### src/hw/lhirq_pkg.sv
// Shared constants and types of the host interrupt request logic
package lhirq_pkg;

    // ****************************************************************
    // Local register offsets
    // ****************************************************************
    localparam logic [7:0] OFS_OUT1 = 8'h00;
    localparam logic [7:0] OFS_OUT2 = 8'h01;
    localparam logic [7:0] OFS_OUT3 = 8'h02;
    localparam logic [7:0] OFS_OUT4 = 8'h03;
    localparam logic [7:0] OFS_BIDIR_LAST = 8'h04;
    localparam logic [7:0] OFS_BIDIR_HDR = 8'h05;
    localparam logic [7:0] OFS_STATUS = 8'h08;
    localparam logic [7:0] OFS_CTRL = 8'h09;
    localparam logic [7:0] OFS_EN_A = 8'h0A;
    localparam logic [7:0] OFS_EN_B = 8'h0B;
    localparam logic [7:0] OFS_EN_C = 8'h0C;
    localparam logic [7:0] OFS_UART_SEL = 8'h0D;
    localparam logic [7:0] OFS_MSR = 8'h0E;
    localparam logic [7:0] OFS_BASE_LO = 8'h10;
    localparam logic [7:0] OFS_BASE_HI = 8'h11;

    // ****************************************************************
    // Field positions and reset values
    // ****************************************************************
    localparam int unsigned NUM_SRC = 5;
    localparam int unsigned NUM_EN = 24;
    localparam logic [23:0] EN_MASK = 24'h0FFF3F;
    localparam int unsigned ST_HOST_GRANT = 5;
    localparam int unsigned ST_LOCAL_GRANT = 6;
    localparam int unsigned MSR_CHANGE = 0;
    localparam int unsigned MSR_LEVEL = 7;
    localparam logic [3:0] CTRL_RST = 4'h0;
    localparam logic [3:0] UART_SEL_RST = 4'h0;
    localparam logic [15:0] CH3_BASE_RST = 16'hA24F;

    // ****************************************************************
    // Host address map
    // ****************************************************************
    localparam logic [15:0] CH1_HOST_ADDR = 16'h0060;
    localparam logic [15:0] CH2_HOST_ADDR = 16'h0062;
    localparam logic [15:0] CH4_HOST_ADDR = 16'h0068;
    localparam logic [15:0] CH3_DATA_CLR = 16'h0005;
    localparam logic [15:0] CH3_HDR_FLIP = 16'h0010;
    localparam logic [15:0] CH3_LAST_OFS = 16'h000F;

    // ****************************************************************
    // Sources of the output-full flags and host interrupt kinds
    // ****************************************************************
    localparam logic [2:0] SRC_CH1 = 3'h0;
    localparam logic [2:0] SRC_CH2 = 3'h1;
    localparam logic [2:0] SRC_CH3 = 3'h2;
    localparam logic [2:0] SRC_BIDIR = 3'h3;
    localparam logic [2:0] SRC_CH4 = 3'h4;
    localparam logic [3:0] KIND_SMI = 4'h0;
    localparam logic [3:0] KIND_UART_SMI = 4'h2;

    typedef struct packed {
        logic valid;
        logic rd;
        logic wr;
        logic [15:0] addr;
    } lhirq_host_cyc_t;

endpackage : lhirq_pkg

### src/hw/lhirq_core.sv
// Host interrupt request logic for mailbox channels and serial port
`timescale 1ns/1ps
`default_nettype none
// Notes on behaviour
// RULE_01: Fifteen host interrupt kinds on one line
// RULE_02: Kind 1 and 12 from channel 1 or UART
// RULE_03: SMI,6,9,10,11 from channels 2-4 or UART
// RULE_04: Remaining kinds only from the UART
// RULE_05: Linked mode: host read clears enable bit
// RULE_06: Direct mode: request from enables only
// RULE_07: Direct mode: software writes 0 to withdraw
// RULE_08: Clearing carrier change flag withdraws UART request
// RULE_09: Kind 1: write, read 0, write 1
// RULE_10: Kind 12 same sequence, own enable bit
// RULE_11: Linked SMI per source, cleared by read
// RULE_12: Direct SMI set read0/write1, clear write0
// RULE_13: Linked legacy kinds per channel 2-4
// RULE_14: Direct legacy kinds cleared only by write0
// RULE_15: UART selects kind, carrier change raises it
// RULE_16: Full flags guard data register access
// RULE_17: Write grants checked before bidir bytes
// RULE_18: Channel 3 decode for base A24F
// RULE_19: Channel 3 decode for base 3FD0
// RULE_20: OR all sources of each kind
module lhirq_core import lhirq_pkg::*; (
    input wire logic clock_in,
    input wire logic arst_n_in,
    input wire logic [7:0] reg_addr_in,
    input wire logic [7:0] reg_wdata_in,
    input wire logic reg_wr_in,
    input wire logic reg_rd_in,
    input wire logic lclk_in,
    input wire logic host_rd_in,
    input wire logic host_wr_in,
    input wire logic [15:0] host_addr_in,
    input wire logic carrier_detect_input_in,
    output logic [7:0] reg_rdata_out,
    output logic [15:0] host_irq_line_out,
    output logic [4:0] output_full_flag_out,
    output logic host_write_grant_flag_out,
    output logic local_write_grant_flag_out
);

    // ****************************************************************
    // Helpers
    // ****************************************************************
    // Source whose output-full flag steers enable bit i
    function automatic logic [2:0] src_of(input int unsigned i);
        logic [2:0] s;
        s = SRC_CH4;
        if (i < 2) begin
            s = SRC_CH1;
        end else if (i == 2 || (i >= 8 && i < 12)) begin
            s = SRC_CH2;
        end else if (i == 3 || (i >= 12 && i < 16)) begin
            s = SRC_CH3;
        end else if (i == 4) begin
            s = SRC_BIDIR;
        end
        return s;
    endfunction : src_of

    // Channel index of a source, the bidir bytes belong to channel 3
    function automatic logic [1:0] chan_of(input logic [2:0] s);
        logic [1:0] c;
        c = 2'h3;
        if (s == SRC_CH1) begin
            c = 2'h0;
        end else if (s == SRC_CH2) begin
            c = 2'h1;
        end else if (s == SRC_CH3 || s == SRC_BIDIR) begin
            c = 2'h2;
        end
        return c;
    endfunction : chan_of

    // Host interrupt kind of enable bit i
    function automatic logic [3:0] kind_of(input int unsigned i);
        logic [3:0] k;
        logic [1:0] n;
        k = KIND_SMI;
        n = 2'(i % 4);
        if (i == 0) begin
            k = 4'h1;
        end else if (i == 1) begin
            k = 4'hC;
        end else if (i >= 8) begin
            unique case (n)
                2'h0: k = 4'h6;
                2'h1: k = 4'h9;
                2'h2: k = 4'hA;
                2'h3: k = 4'hB;
            endcase
        end
        return k;
    endfunction : kind_of

    // ****************************************************************
    // Pin synchronisation
    // ****************************************************************
    lhirq_host_cyc_t cyc;
    logic carrier;

    lhirq_pin_sync u_sync (
        .clock_in(clock_in),
        .arst_n_in(arst_n_in),
        .lclk_in(lclk_in),
        .host_rd_in(host_rd_in),
        .host_wr_in(host_wr_in),
        .host_addr_in(host_addr_in),
        .carrier_detect_input_in(carrier_detect_input_in),
        .cyc_out(cyc),
        .carrier_out(carrier)
    );

    // ****************************************************************
    // State
    // ****************************************************************
    logic [4:0] of_r;
    logic [4:0] of_nxt;

    logic [23:0] en_r;
    logic [23:0] en_nxt;

    // Set by a read of 0, dropped by any write to its enable register
    logic [23:0] arm_r;
    logic [23:0] arm_nxt;

    logic [3:0] dir_r;
    logic [3:0] uart_sel_r;
    logic [15:0] ch3_base_r;

    logic host_grant_r;
    logic local_grant_r;

    logic carrier_prev_r;
    logic change_r;

    logic [15:0] irq_nxt;

    // ****************************************************************
    // Host address decode
    // ****************************************************************
    wire logic [15:0] ch3_data_addr = ch3_base_r & ~CH3_DATA_CLR; // see RULE_18 see RULE_19
    wire logic [15:0] ch3_hdr_addr = {ch3_base_r[15:4], 4'h0} ^ CH3_HDR_FLIP; // see RULE_18 see RULE_19
    wire logic [15:0] ch3_last_addr = ch3_hdr_addr | CH3_LAST_OFS; // see RULE_18 see RULE_19

    // Taken once per link clock rise
    wire logic h_rd = cyc.valid & cyc.rd;
    wire logic h_wr = cyc.valid & cyc.wr;
    wire logic [4:0] h_rd_hit = {
        h_rd & (cyc.addr == CH4_HOST_ADDR),
        h_rd & (cyc.addr == ch3_last_addr),
        h_rd & (cyc.addr == ch3_data_addr),
        h_rd & (cyc.addr == CH2_HOST_ADDR),
        h_rd & (cyc.addr == CH1_HOST_ADDR)
    };

    wire logic h_hdr_wr = h_wr & (cyc.addr == ch3_hdr_addr);
    wire logic h_last_wr = h_wr & (cyc.addr == ch3_last_addr);

    // ****************************************************************
    // Local register decode
    // ****************************************************************
    wire logic w_hdr = reg_wr_in & (reg_addr_in == OFS_BIDIR_HDR);
    wire logic w_last = reg_wr_in & (reg_addr_in == OFS_BIDIR_LAST);
    wire logic w_ctrl = reg_wr_in & (reg_addr_in == OFS_CTRL);
    wire logic w_usel = reg_wr_in & (reg_addr_in == OFS_UART_SEL);
    wire logic w_msr = reg_wr_in & (reg_addr_in == OFS_MSR);
    wire logic w_blo = reg_wr_in & (reg_addr_in == OFS_BASE_LO);
    wire logic w_bhi = reg_wr_in & (reg_addr_in == OFS_BASE_HI);

    wire logic [2:0] w_en = {
        reg_wr_in & (reg_addr_in == OFS_EN_C),
        reg_wr_in & (reg_addr_in == OFS_EN_B),
        reg_wr_in & (reg_addr_in == OFS_EN_A)
    };

    // Enable reads arm the zero bits
    wire logic [2:0] r_en = {
        reg_rd_in & (reg_addr_in == OFS_EN_C),
        reg_rd_in & (reg_addr_in == OFS_EN_B),
        reg_rd_in & (reg_addr_in == OFS_EN_A)
    };

    // Bidir last byte from the local side needs the local grant
    wire logic [4:0] cpu_set = {
        reg_wr_in & (reg_addr_in == OFS_OUT4),
        w_last & local_grant_r, // see RULE_17
        reg_wr_in & (reg_addr_in == OFS_OUT3),
        reg_wr_in & (reg_addr_in == OFS_OUT2),
        reg_wr_in & (reg_addr_in == OFS_OUT1)
    };

    // ****************************************************************
    // Output-full flags and write grants
    // ****************************************************************
    // A host read in the same cycle as a local write loses
    assign of_nxt = cpu_set | (of_r & ~h_rd_hit); // see RULE_16

    // Host keeps priority when both sides claim in one cycle
    wire logic host_grant_nxt = (h_hdr_wr & ~local_grant_r)
                              | (host_grant_r & ~h_last_wr); // see RULE_17
    wire logic local_grant_nxt = (w_hdr & ~host_grant_r & ~h_hdr_wr)
                               | (local_grant_r & ~w_last); // see RULE_17

    // ****************************************************************
    // Enable bits: read 0 arms, write 1 sets, write 0 clears
    // ****************************************************************
    always_comb begin
        logic [2:0] s;
        logic direct;
        logic wbit;
        s = SRC_CH1;
        direct = 1'b0;
        wbit = 1'b0;
        en_nxt = en_r;
        arm_nxt = arm_r;
        for (int unsigned i = 0; i < NUM_EN; i++) begin
            s = src_of(i);
            direct = dir_r[chan_of(s)];
            wbit = reg_wdata_in[i % 8];
            // Linked mode drops the enable once the host empties the source
            if (!direct && of_r[s] && h_rd_hit[s]) begin
                en_nxt[i] = 1'b0; // see RULE_05 see RULE_11 see RULE_13
            end
            if (r_en[i / 8]) begin
                arm_nxt[i] = ~en_r[i];
            end
            if (w_en[i / 8]) begin
                arm_nxt[i] = 1'b0;
                if (!wbit) begin
                    en_nxt[i] = 1'b0; // see RULE_07 see RULE_12 see RULE_14
                end else if (arm_r[i] && (direct || of_r[s])) begin
                    // Set wins over a host read in the same cycle
                    en_nxt[i] = 1'b1; // see RULE_09 see RULE_10 see RULE_06
                end
            end
        end

        // Unused positions stay 0
        en_nxt = en_nxt & EN_MASK;
        arm_nxt = arm_nxt & EN_MASK;
    end

    // ****************************************************************
    // Carrier change flag of the serial port
    // ****************************************************************
    wire logic carrier_edge = carrier ^ carrier_prev_r;
    wire logic change_clr = w_msr & ~reg_wdata_in[MSR_CHANGE];
    wire logic change_nxt = carrier_edge | (change_r & ~change_clr); // see RULE_08

    // ****************************************************************
    // Request merge per host interrupt kind
    // ****************************************************************
    wire logic [15:0] uart_vec = (change_r && uart_sel_r != 4'h0)
                               ? (16'h0001 << uart_sel_r) : 16'h0000; // see RULE_15

    always_comb begin
        irq_nxt = uart_vec; // see RULE_04
        // Kind 2 has no frame: serial kind 2 is SMI
        irq_nxt[KIND_SMI] = uart_vec[KIND_UART_SMI];
        irq_nxt[KIND_UART_SMI] = 1'b0; // see RULE_01

        for (int unsigned i = 0; i < NUM_EN; i++) begin
            // Mailbox kinds come only from their allowed channels
            irq_nxt[kind_of(i)] = irq_nxt[kind_of(i)]
                                | en_r[i]; // see RULE_20 see RULE_02 see RULE_03
        end
    end

    // ****************************************************************
    // Read data mux
    // ****************************************************************
    wire logic [7:0] status_val = {1'b0, local_grant_r, host_grant_r, of_r};
    // Zero outside the cycle after a read
    wire logic [7:0] rdata_nxt =
        !reg_rd_in ? 8'h00 :
        (reg_addr_in == OFS_STATUS) ? status_val :
        (reg_addr_in == OFS_CTRL) ? {4'h0, dir_r} :
        (reg_addr_in == OFS_EN_A) ? en_r[7:0] :
        (reg_addr_in == OFS_EN_B) ? en_r[15:8] :
        (reg_addr_in == OFS_EN_C) ? en_r[23:16] :
        (reg_addr_in == OFS_UART_SEL) ? {4'h0, uart_sel_r} :
        (reg_addr_in == OFS_MSR) ? {carrier, 6'h00, change_r} :
        (reg_addr_in == OFS_BASE_LO) ? ch3_base_r[7:0] :
        (reg_addr_in == OFS_BASE_HI) ? ch3_base_r[15:8] : 8'h00;

    // ****************************************************************
    // Registers
    // ****************************************************************
    always_ff @(posedge clock_in or negedge arst_n_in) begin
        if (!arst_n_in) begin
            of_r <= 5'h00;
            en_r <= 24'h000000;
            arm_r <= 24'h000000;
            host_grant_r <= 1'b0;
            local_grant_r <= 1'b0;
            carrier_prev_r <= 1'b0;
            change_r <= 1'b0;
        end else begin
            of_r <= of_nxt;
            en_r <= en_nxt;
            arm_r <= arm_nxt;
            host_grant_r <= host_grant_nxt;
            local_grant_r <= local_grant_nxt;
            carrier_prev_r <= carrier;
            change_r <= change_nxt;
        end
    end

    // Software set-up registers
    always_ff @(posedge clock_in or negedge arst_n_in) begin
        if (!arst_n_in) begin
            dir_r <= CTRL_RST;
            uart_sel_r <= UART_SEL_RST;
            ch3_base_r <= CH3_BASE_RST;
        end else begin
            dir_r <= w_ctrl ? reg_wdata_in[3:0] : dir_r;
            uart_sel_r <= w_usel ? reg_wdata_in[3:0] : uart_sel_r;
            ch3_base_r[7:0] <= w_blo ? reg_wdata_in : ch3_base_r[7:0];
            ch3_base_r[15:8] <= w_bhi ? reg_wdata_in : ch3_base_r[15:8];
        end
    end

    // Output copies of the next state
    always_ff @(posedge clock_in or negedge arst_n_in) begin
        if (!arst_n_in) begin
            reg_rdata_out <= 8'h00;
            host_irq_line_out <= 16'h0000;
            output_full_flag_out <= 5'h00;
            host_write_grant_flag_out <= 1'b0;
            local_write_grant_flag_out <= 1'b0;
        end else begin
            reg_rdata_out <= rdata_nxt;
            host_irq_line_out <= irq_nxt;
            output_full_flag_out <= of_nxt;
            host_write_grant_flag_out <= host_grant_nxt;
            local_write_grant_flag_out <= local_grant_nxt;
        end
    end

endmodule : lhirq_core
`default_nettype wire

### src/hw/lhirq_pin_sync.sv
// Pin synchroniser and link clock edge finder
`timescale 1ns/1ps
`default_nettype none
module lhirq_pin_sync import lhirq_pkg::*; (
    input wire logic clock_in,
    input wire logic arst_n_in,
    input wire logic lclk_in,
    input wire logic host_rd_in,
    input wire logic host_wr_in,
    input wire logic [15:0] host_addr_in,
    input wire logic carrier_detect_input_in,
    output var lhirq_host_cyc_t cyc_out,
    output logic carrier_out
);

    // ****************************************************************
    // Two flip-flop synchronisers
    // ****************************************************************
    logic [19:0] meta_r;
    logic [19:0] sync_r;
    logic lclk_prev_r;
    wire logic lclk_rise;

    assign lclk_rise = sync_r[19] & ~lclk_prev_r;

    always_ff @(posedge clock_in or negedge arst_n_in) begin
        if (!arst_n_in) begin
            meta_r <= 20'h00000;
            sync_r <= 20'h00000;
            lclk_prev_r <= 1'b0;
            cyc_out <= '0;
            carrier_out <= 1'b0;
        end else begin
            meta_r <= {lclk_in, carrier_detect_input_in, host_rd_in,
                       host_wr_in, host_addr_in};
            sync_r <= meta_r;
            lclk_prev_r <= sync_r[19];
            cyc_out <= '{valid: lclk_rise, rd: sync_r[17],
                         wr: sync_r[16], addr: sync_r[15:0]};
            carrier_out <= sync_r[18];
        end
    end

endmodule : lhirq_pin_sync
`default_nettype wire

### config.mk
export PLATFORM = sky130hd
export DESIGN_NAME = lhirq_core
export DESIGN_NICKNAME = d
export VERILOG_FILES = /design/src/hw/lhirq_pkg.sv /design/src/hw/lhirq_core.sv /design/src/hw/lhirq_pin_sync.sv
export SDC_FILE = /design/constraint.sdc
export NUM_CORES = 1
export LEC_CHECK = 0
export BUFFER_PORTS_ARGS = -buffer_cell sky130_fd_sc_hd__buf_2
export CAP_MARGIN = 20
export CORE_MARGIN = 1
export CORE_UTILIZATION = 52
export CTS_CLUSTER_SIZE = 10
export DETAILED_ROUTE_END_ITERATION = 12
export HOLD_SLACK_MARGIN = 0.02
export PLACE_DENSITY = 0.75
export SYNTH_ARGS = -nofsm -noshare
export SYNTH_HDL_FRONTEND = slang
export SYNTH_SLANG_ARGS = --single-unit
### constraint.sdc
create_clock -name clock_in -period 1.8 [get_ports clock_in]
set_clock_uncertainty 0.2 [all_clocks]
set_input_delay 0.09 -clock clock_in [delete_from_list [all_inputs] [get_ports clock_in]]
set_output_delay 0.09 -clock clock_in [all_outputs]
set_load 0.05 [all_outputs]
==> impl_metrics.ini <==
[synthesis]
synth_top_family_by_area = simple AND/OR/NAND/NOR gates
synthAdderAreaFrac_pct = 0
netlist_area_sq_mm = 0.00628
synth_xor_area_share_pct = 2.09
syn_area_per_cell_sq_um = 11.8
synth_nets = 573
yosys_register_bits = 153
ys.flop_type = dfrtp_1
synthTopCellsByArea = dfrtp_1 (58%), mux2_2 (5.0%), mux2i_1 (4.5%)
ys.warnings.count = 0
synth_edf_count = 0
synth-compound-area-share_pct = 9.45
netlist_instances = 533
ys_seq_area_share_pct = 61.1
synthSimpleGateAreaFrac_pct = 15.5
async_flop_share_pct = 100
muxShareOfSynthArea_pct = 9.84
ys_types = 57
synth_top_area_share_pct = 57.8
synth_top_area_cell = dfrtp_1

[route]
vias = 4975
wire_per_inst_microns = 20.1
drt-total-wl_mm = 17.5
routed_via_density = 5.72
drtIter0Drc = 253
drt_pass1_iterations = 11
ant_nets = 0
drc = 7

[global_routing]
grt_pass1_vias = 5171
antenna_found_initial = 0
grt_use_total_pct = 29.1
grt_pass1_wl_mm = 26.7
overflow = 0
grt_max_degree = 39

[flow_run]
maxCapViolCount = 0

[worst_setup_path]
crit_arrival_ps = 2180
crit_chain = or4b_4 -> or4b_4 -> a22oi_2 -> nor2_1
cp_data_required_time_ps = 1900
crit_type = flip-flop to flip-flop
slowest_stage = or4b_4
cp-start-kind = flip-flop
cpMostUsedCell = or4b_4
r2r_cells = 4
cp_slowest_stage_delay_ps = 600
crit_start = u_sync.cyc_out[2]
path_max_fanout = 5
reg2reg_to = en_r[16]
rrSetupSlack_ps = -280
worstReg2RegStart = u_sync.cyc_out[2]
end_kind = flip-flop

[timing]
slew_headroom_pct = 62.1
rsz0062_at_grt = true
finalCriticalPeriod_ps = 2080
fmax_mhz = 480
setup_ws_ps = -284
hold_slack_ps = 72.6
fin_crit_sh_pct = 116
slew_violations = 0
tightest_slew_ps = 564
finalSetupViolCount = 25
hold_violations = 0

[clock_tree]
path_clk_slew_ps = 60
cts.path.max_buffers = 2
numClockSinks = 153
cts_tree = yes
clk_latency_ps = 420
ctsRootBufferMaster = clkbuf_16
htreeDepth = 4
numCtsBuffers = 17

[hold_path]
hp-class = input port to flip-flop
holdPathStages = 4
hold_end = dir_r[3]
hold_start = reg_addr_in[1]

[power]
ir_drop_uv = 1070
clkPwrFrac_pct = 43.2
power_density_mw_per_mm2 = 909
seqPwrFrac_pct = 47.8
cellLeakagePower_uw = 0.00398
intPower_uw = 5740
comb_power_share_pct = 9.0
p_sw_share_pct = 25.8
switching_power_uw = 2000

[placement]
gp_congestion = 0.932
dp_slack_ps = -347
portBuffers = 69
hpwlAfterDp_mm = 11.8

[floorplanning]
dieArea_sq_mm = 0.0125
core_sq_mm = 0.0116
fp-row-count = 39
die_w_microns = 112
start_util_pct = 54.1
ios = 71
die_h_microns = 112

[cells_and_area]
num_antenna_cells = 0
drive_gt1_share_pct = 36.4
syn_to_final_growth_pct = 35.6
layout.nets = 753
fin_util_pct = 73.3
fillers = 766

[status]
outcome = finished, violations left
violations = DRC, setup timing
-- worst max path at each step --
stage	endpoint	slack, ps	cells past startpoint
6_report	en_r[16]	-280	4
5_1_grt	en_r[10]	-380	5
4_1_cts	en_r[8]	-270	5
3_5_place_dp	en_r[5]	-350	5
3_3_place_gp	en_r[5]	-260	5
2_1_floorplan	en_r[5]	-140	4
-- layout make-up --
| cell class | instances | area, sq um | area share (%) |
|---|---|---|---|
| Inverter | 6 | 22.5 | 0.265 |
| Clock inverter | 12 | 108 | 1.26 |
| Clock buffer | 20 | 447 | 5.25 |
| Multi-Input combinational cell | 353 | 2530 | 29.8 |
| Sequential cell | 153 | 3840 | 45.1 |
| Tap cell | 143 | 179 | 2.10 |
| Timing Repair Buffer | 182 | 1380 | 16.2 |
-- stage by stage --
step                      total power [uW]  TNS (ps)  instance area (sq um)  instances
after floorplan                       4010     -1250                   6280        533
after CTS                             7740     -4090                   8290        858
after global placement                4320     -3920                   7220        785
after detailed placement              4340     -5510                   7220        785
final                                 7740     -4360                   8510        869
after global routing                  7990     -6620                   8510        869
-- routing by layer --
layer / part of all wire (%) / global-route usage (%) / vias to the layer above
met5: 0 / 0 / -
met4: 3.8 / 15.0 / 0
met3: 5.5 / 6.15 / 47
met2: 51 / 50.9 / 207
met1: 39 / 33.7 / 2479
li1: - / - / 2242
-- synth_stat cells, types with 2 or more instances --
library cell	instances
or4b_4	3
a32oi_1	5
nor2b_1	4
mux2_2	28
nand2_1	41
buf_4	2
a2bb2oi_1	3
nand4_1	3
nand4_2	3
o21ai_0	38
nor3_1	9
nor4_2	2
a21oi_1	20
o41ai_1	2
dfstp_2	8
nor2_1	73
clkbuf_1	10
nand3b_1	5
and3_1	2
and2_1	3
inv_1	6
a22oi_1	6
nand3_1	11
mux2i_1	28
dfrtp_1	145
nor4_1	4
buf_2	7
nand2b_1	7
o221a_2	2
o31ai_1	7
xor2_1	14
o22ai_1	6
nor3b_1	2
-- critical path: cells and delay by family, from the launching register on --
kind | cells | cell delay [ps]
and+or+nand+nor | 3 | 1180
DFF | 1 | 430
AOI/OAI and AO/OA | 1 | 170
-- flip-flops by register name, indices dropped and copies added, names as in the netlist, 4 cells and up --
| name | flops |
|---|---|
| u_sync.meta_r | 20 |
| u_sync.sync_r | 20 |
| u_sync.cyc_out | 19 |
| arm_r | 18 |
| en_r | 18 |
| ch3_base_r | 16 |
| host_irq_line_out | 15 |
| reg_rdata_out | 8 |
| output_full_flag_out | 5 |
| dir_r | 4 |
| uart_sel_r | 4 |
-- power groups by stage --
stage	Clock [uW]	Combinational, uW	Sequential, uW
final	3340	695	3700
after global routing	3530	750	3710
after CTS	3380	665	3690
after detailed placement	0	590	3750
after global placement	0	578	3740
after floorplan	0	239	3770
-- cells in the final DEF (no fill, tap or decap), types with 9 or more instances in the layout --
| cell | count |
|---|---|
| a21oi_1 | 14 |
| nand2_1 | 38 |
| buf_2 | 67 |
| clkbuf_16 | 17 |
| mux2_2 | 28 |
| nand3_1 | 9 |
| mux2i_1 | 28 |
| xor2_1 | 13 |
| nor2_1 | 72 |
| dfrtp_1 | 145 |
| o21ai_0 | 29 |
| dlygate4sd3_1 | 37 |
| buf_4 | 64 |
-- kinds of logic after synthesis --
logic type | Yosys count
compound gates | 96
xor+xnor | 15
buf+inv | 27
flops | 153
mux | 57
other cells | 1
simple gates | 184
-- what timing repair did --
item / 4_1_cts / 5_1_grt
setup buffers: 3 / 11
cloned: 0 / 0
gates resized for setup: 30 / 32
pin swaps: 29 / 13
setup endpoints to repair: 22 / 62
hold buffers: 38 / 1
endpoints found under the hold margin: 230 / 1
Power figures use the tool's default switching activity.
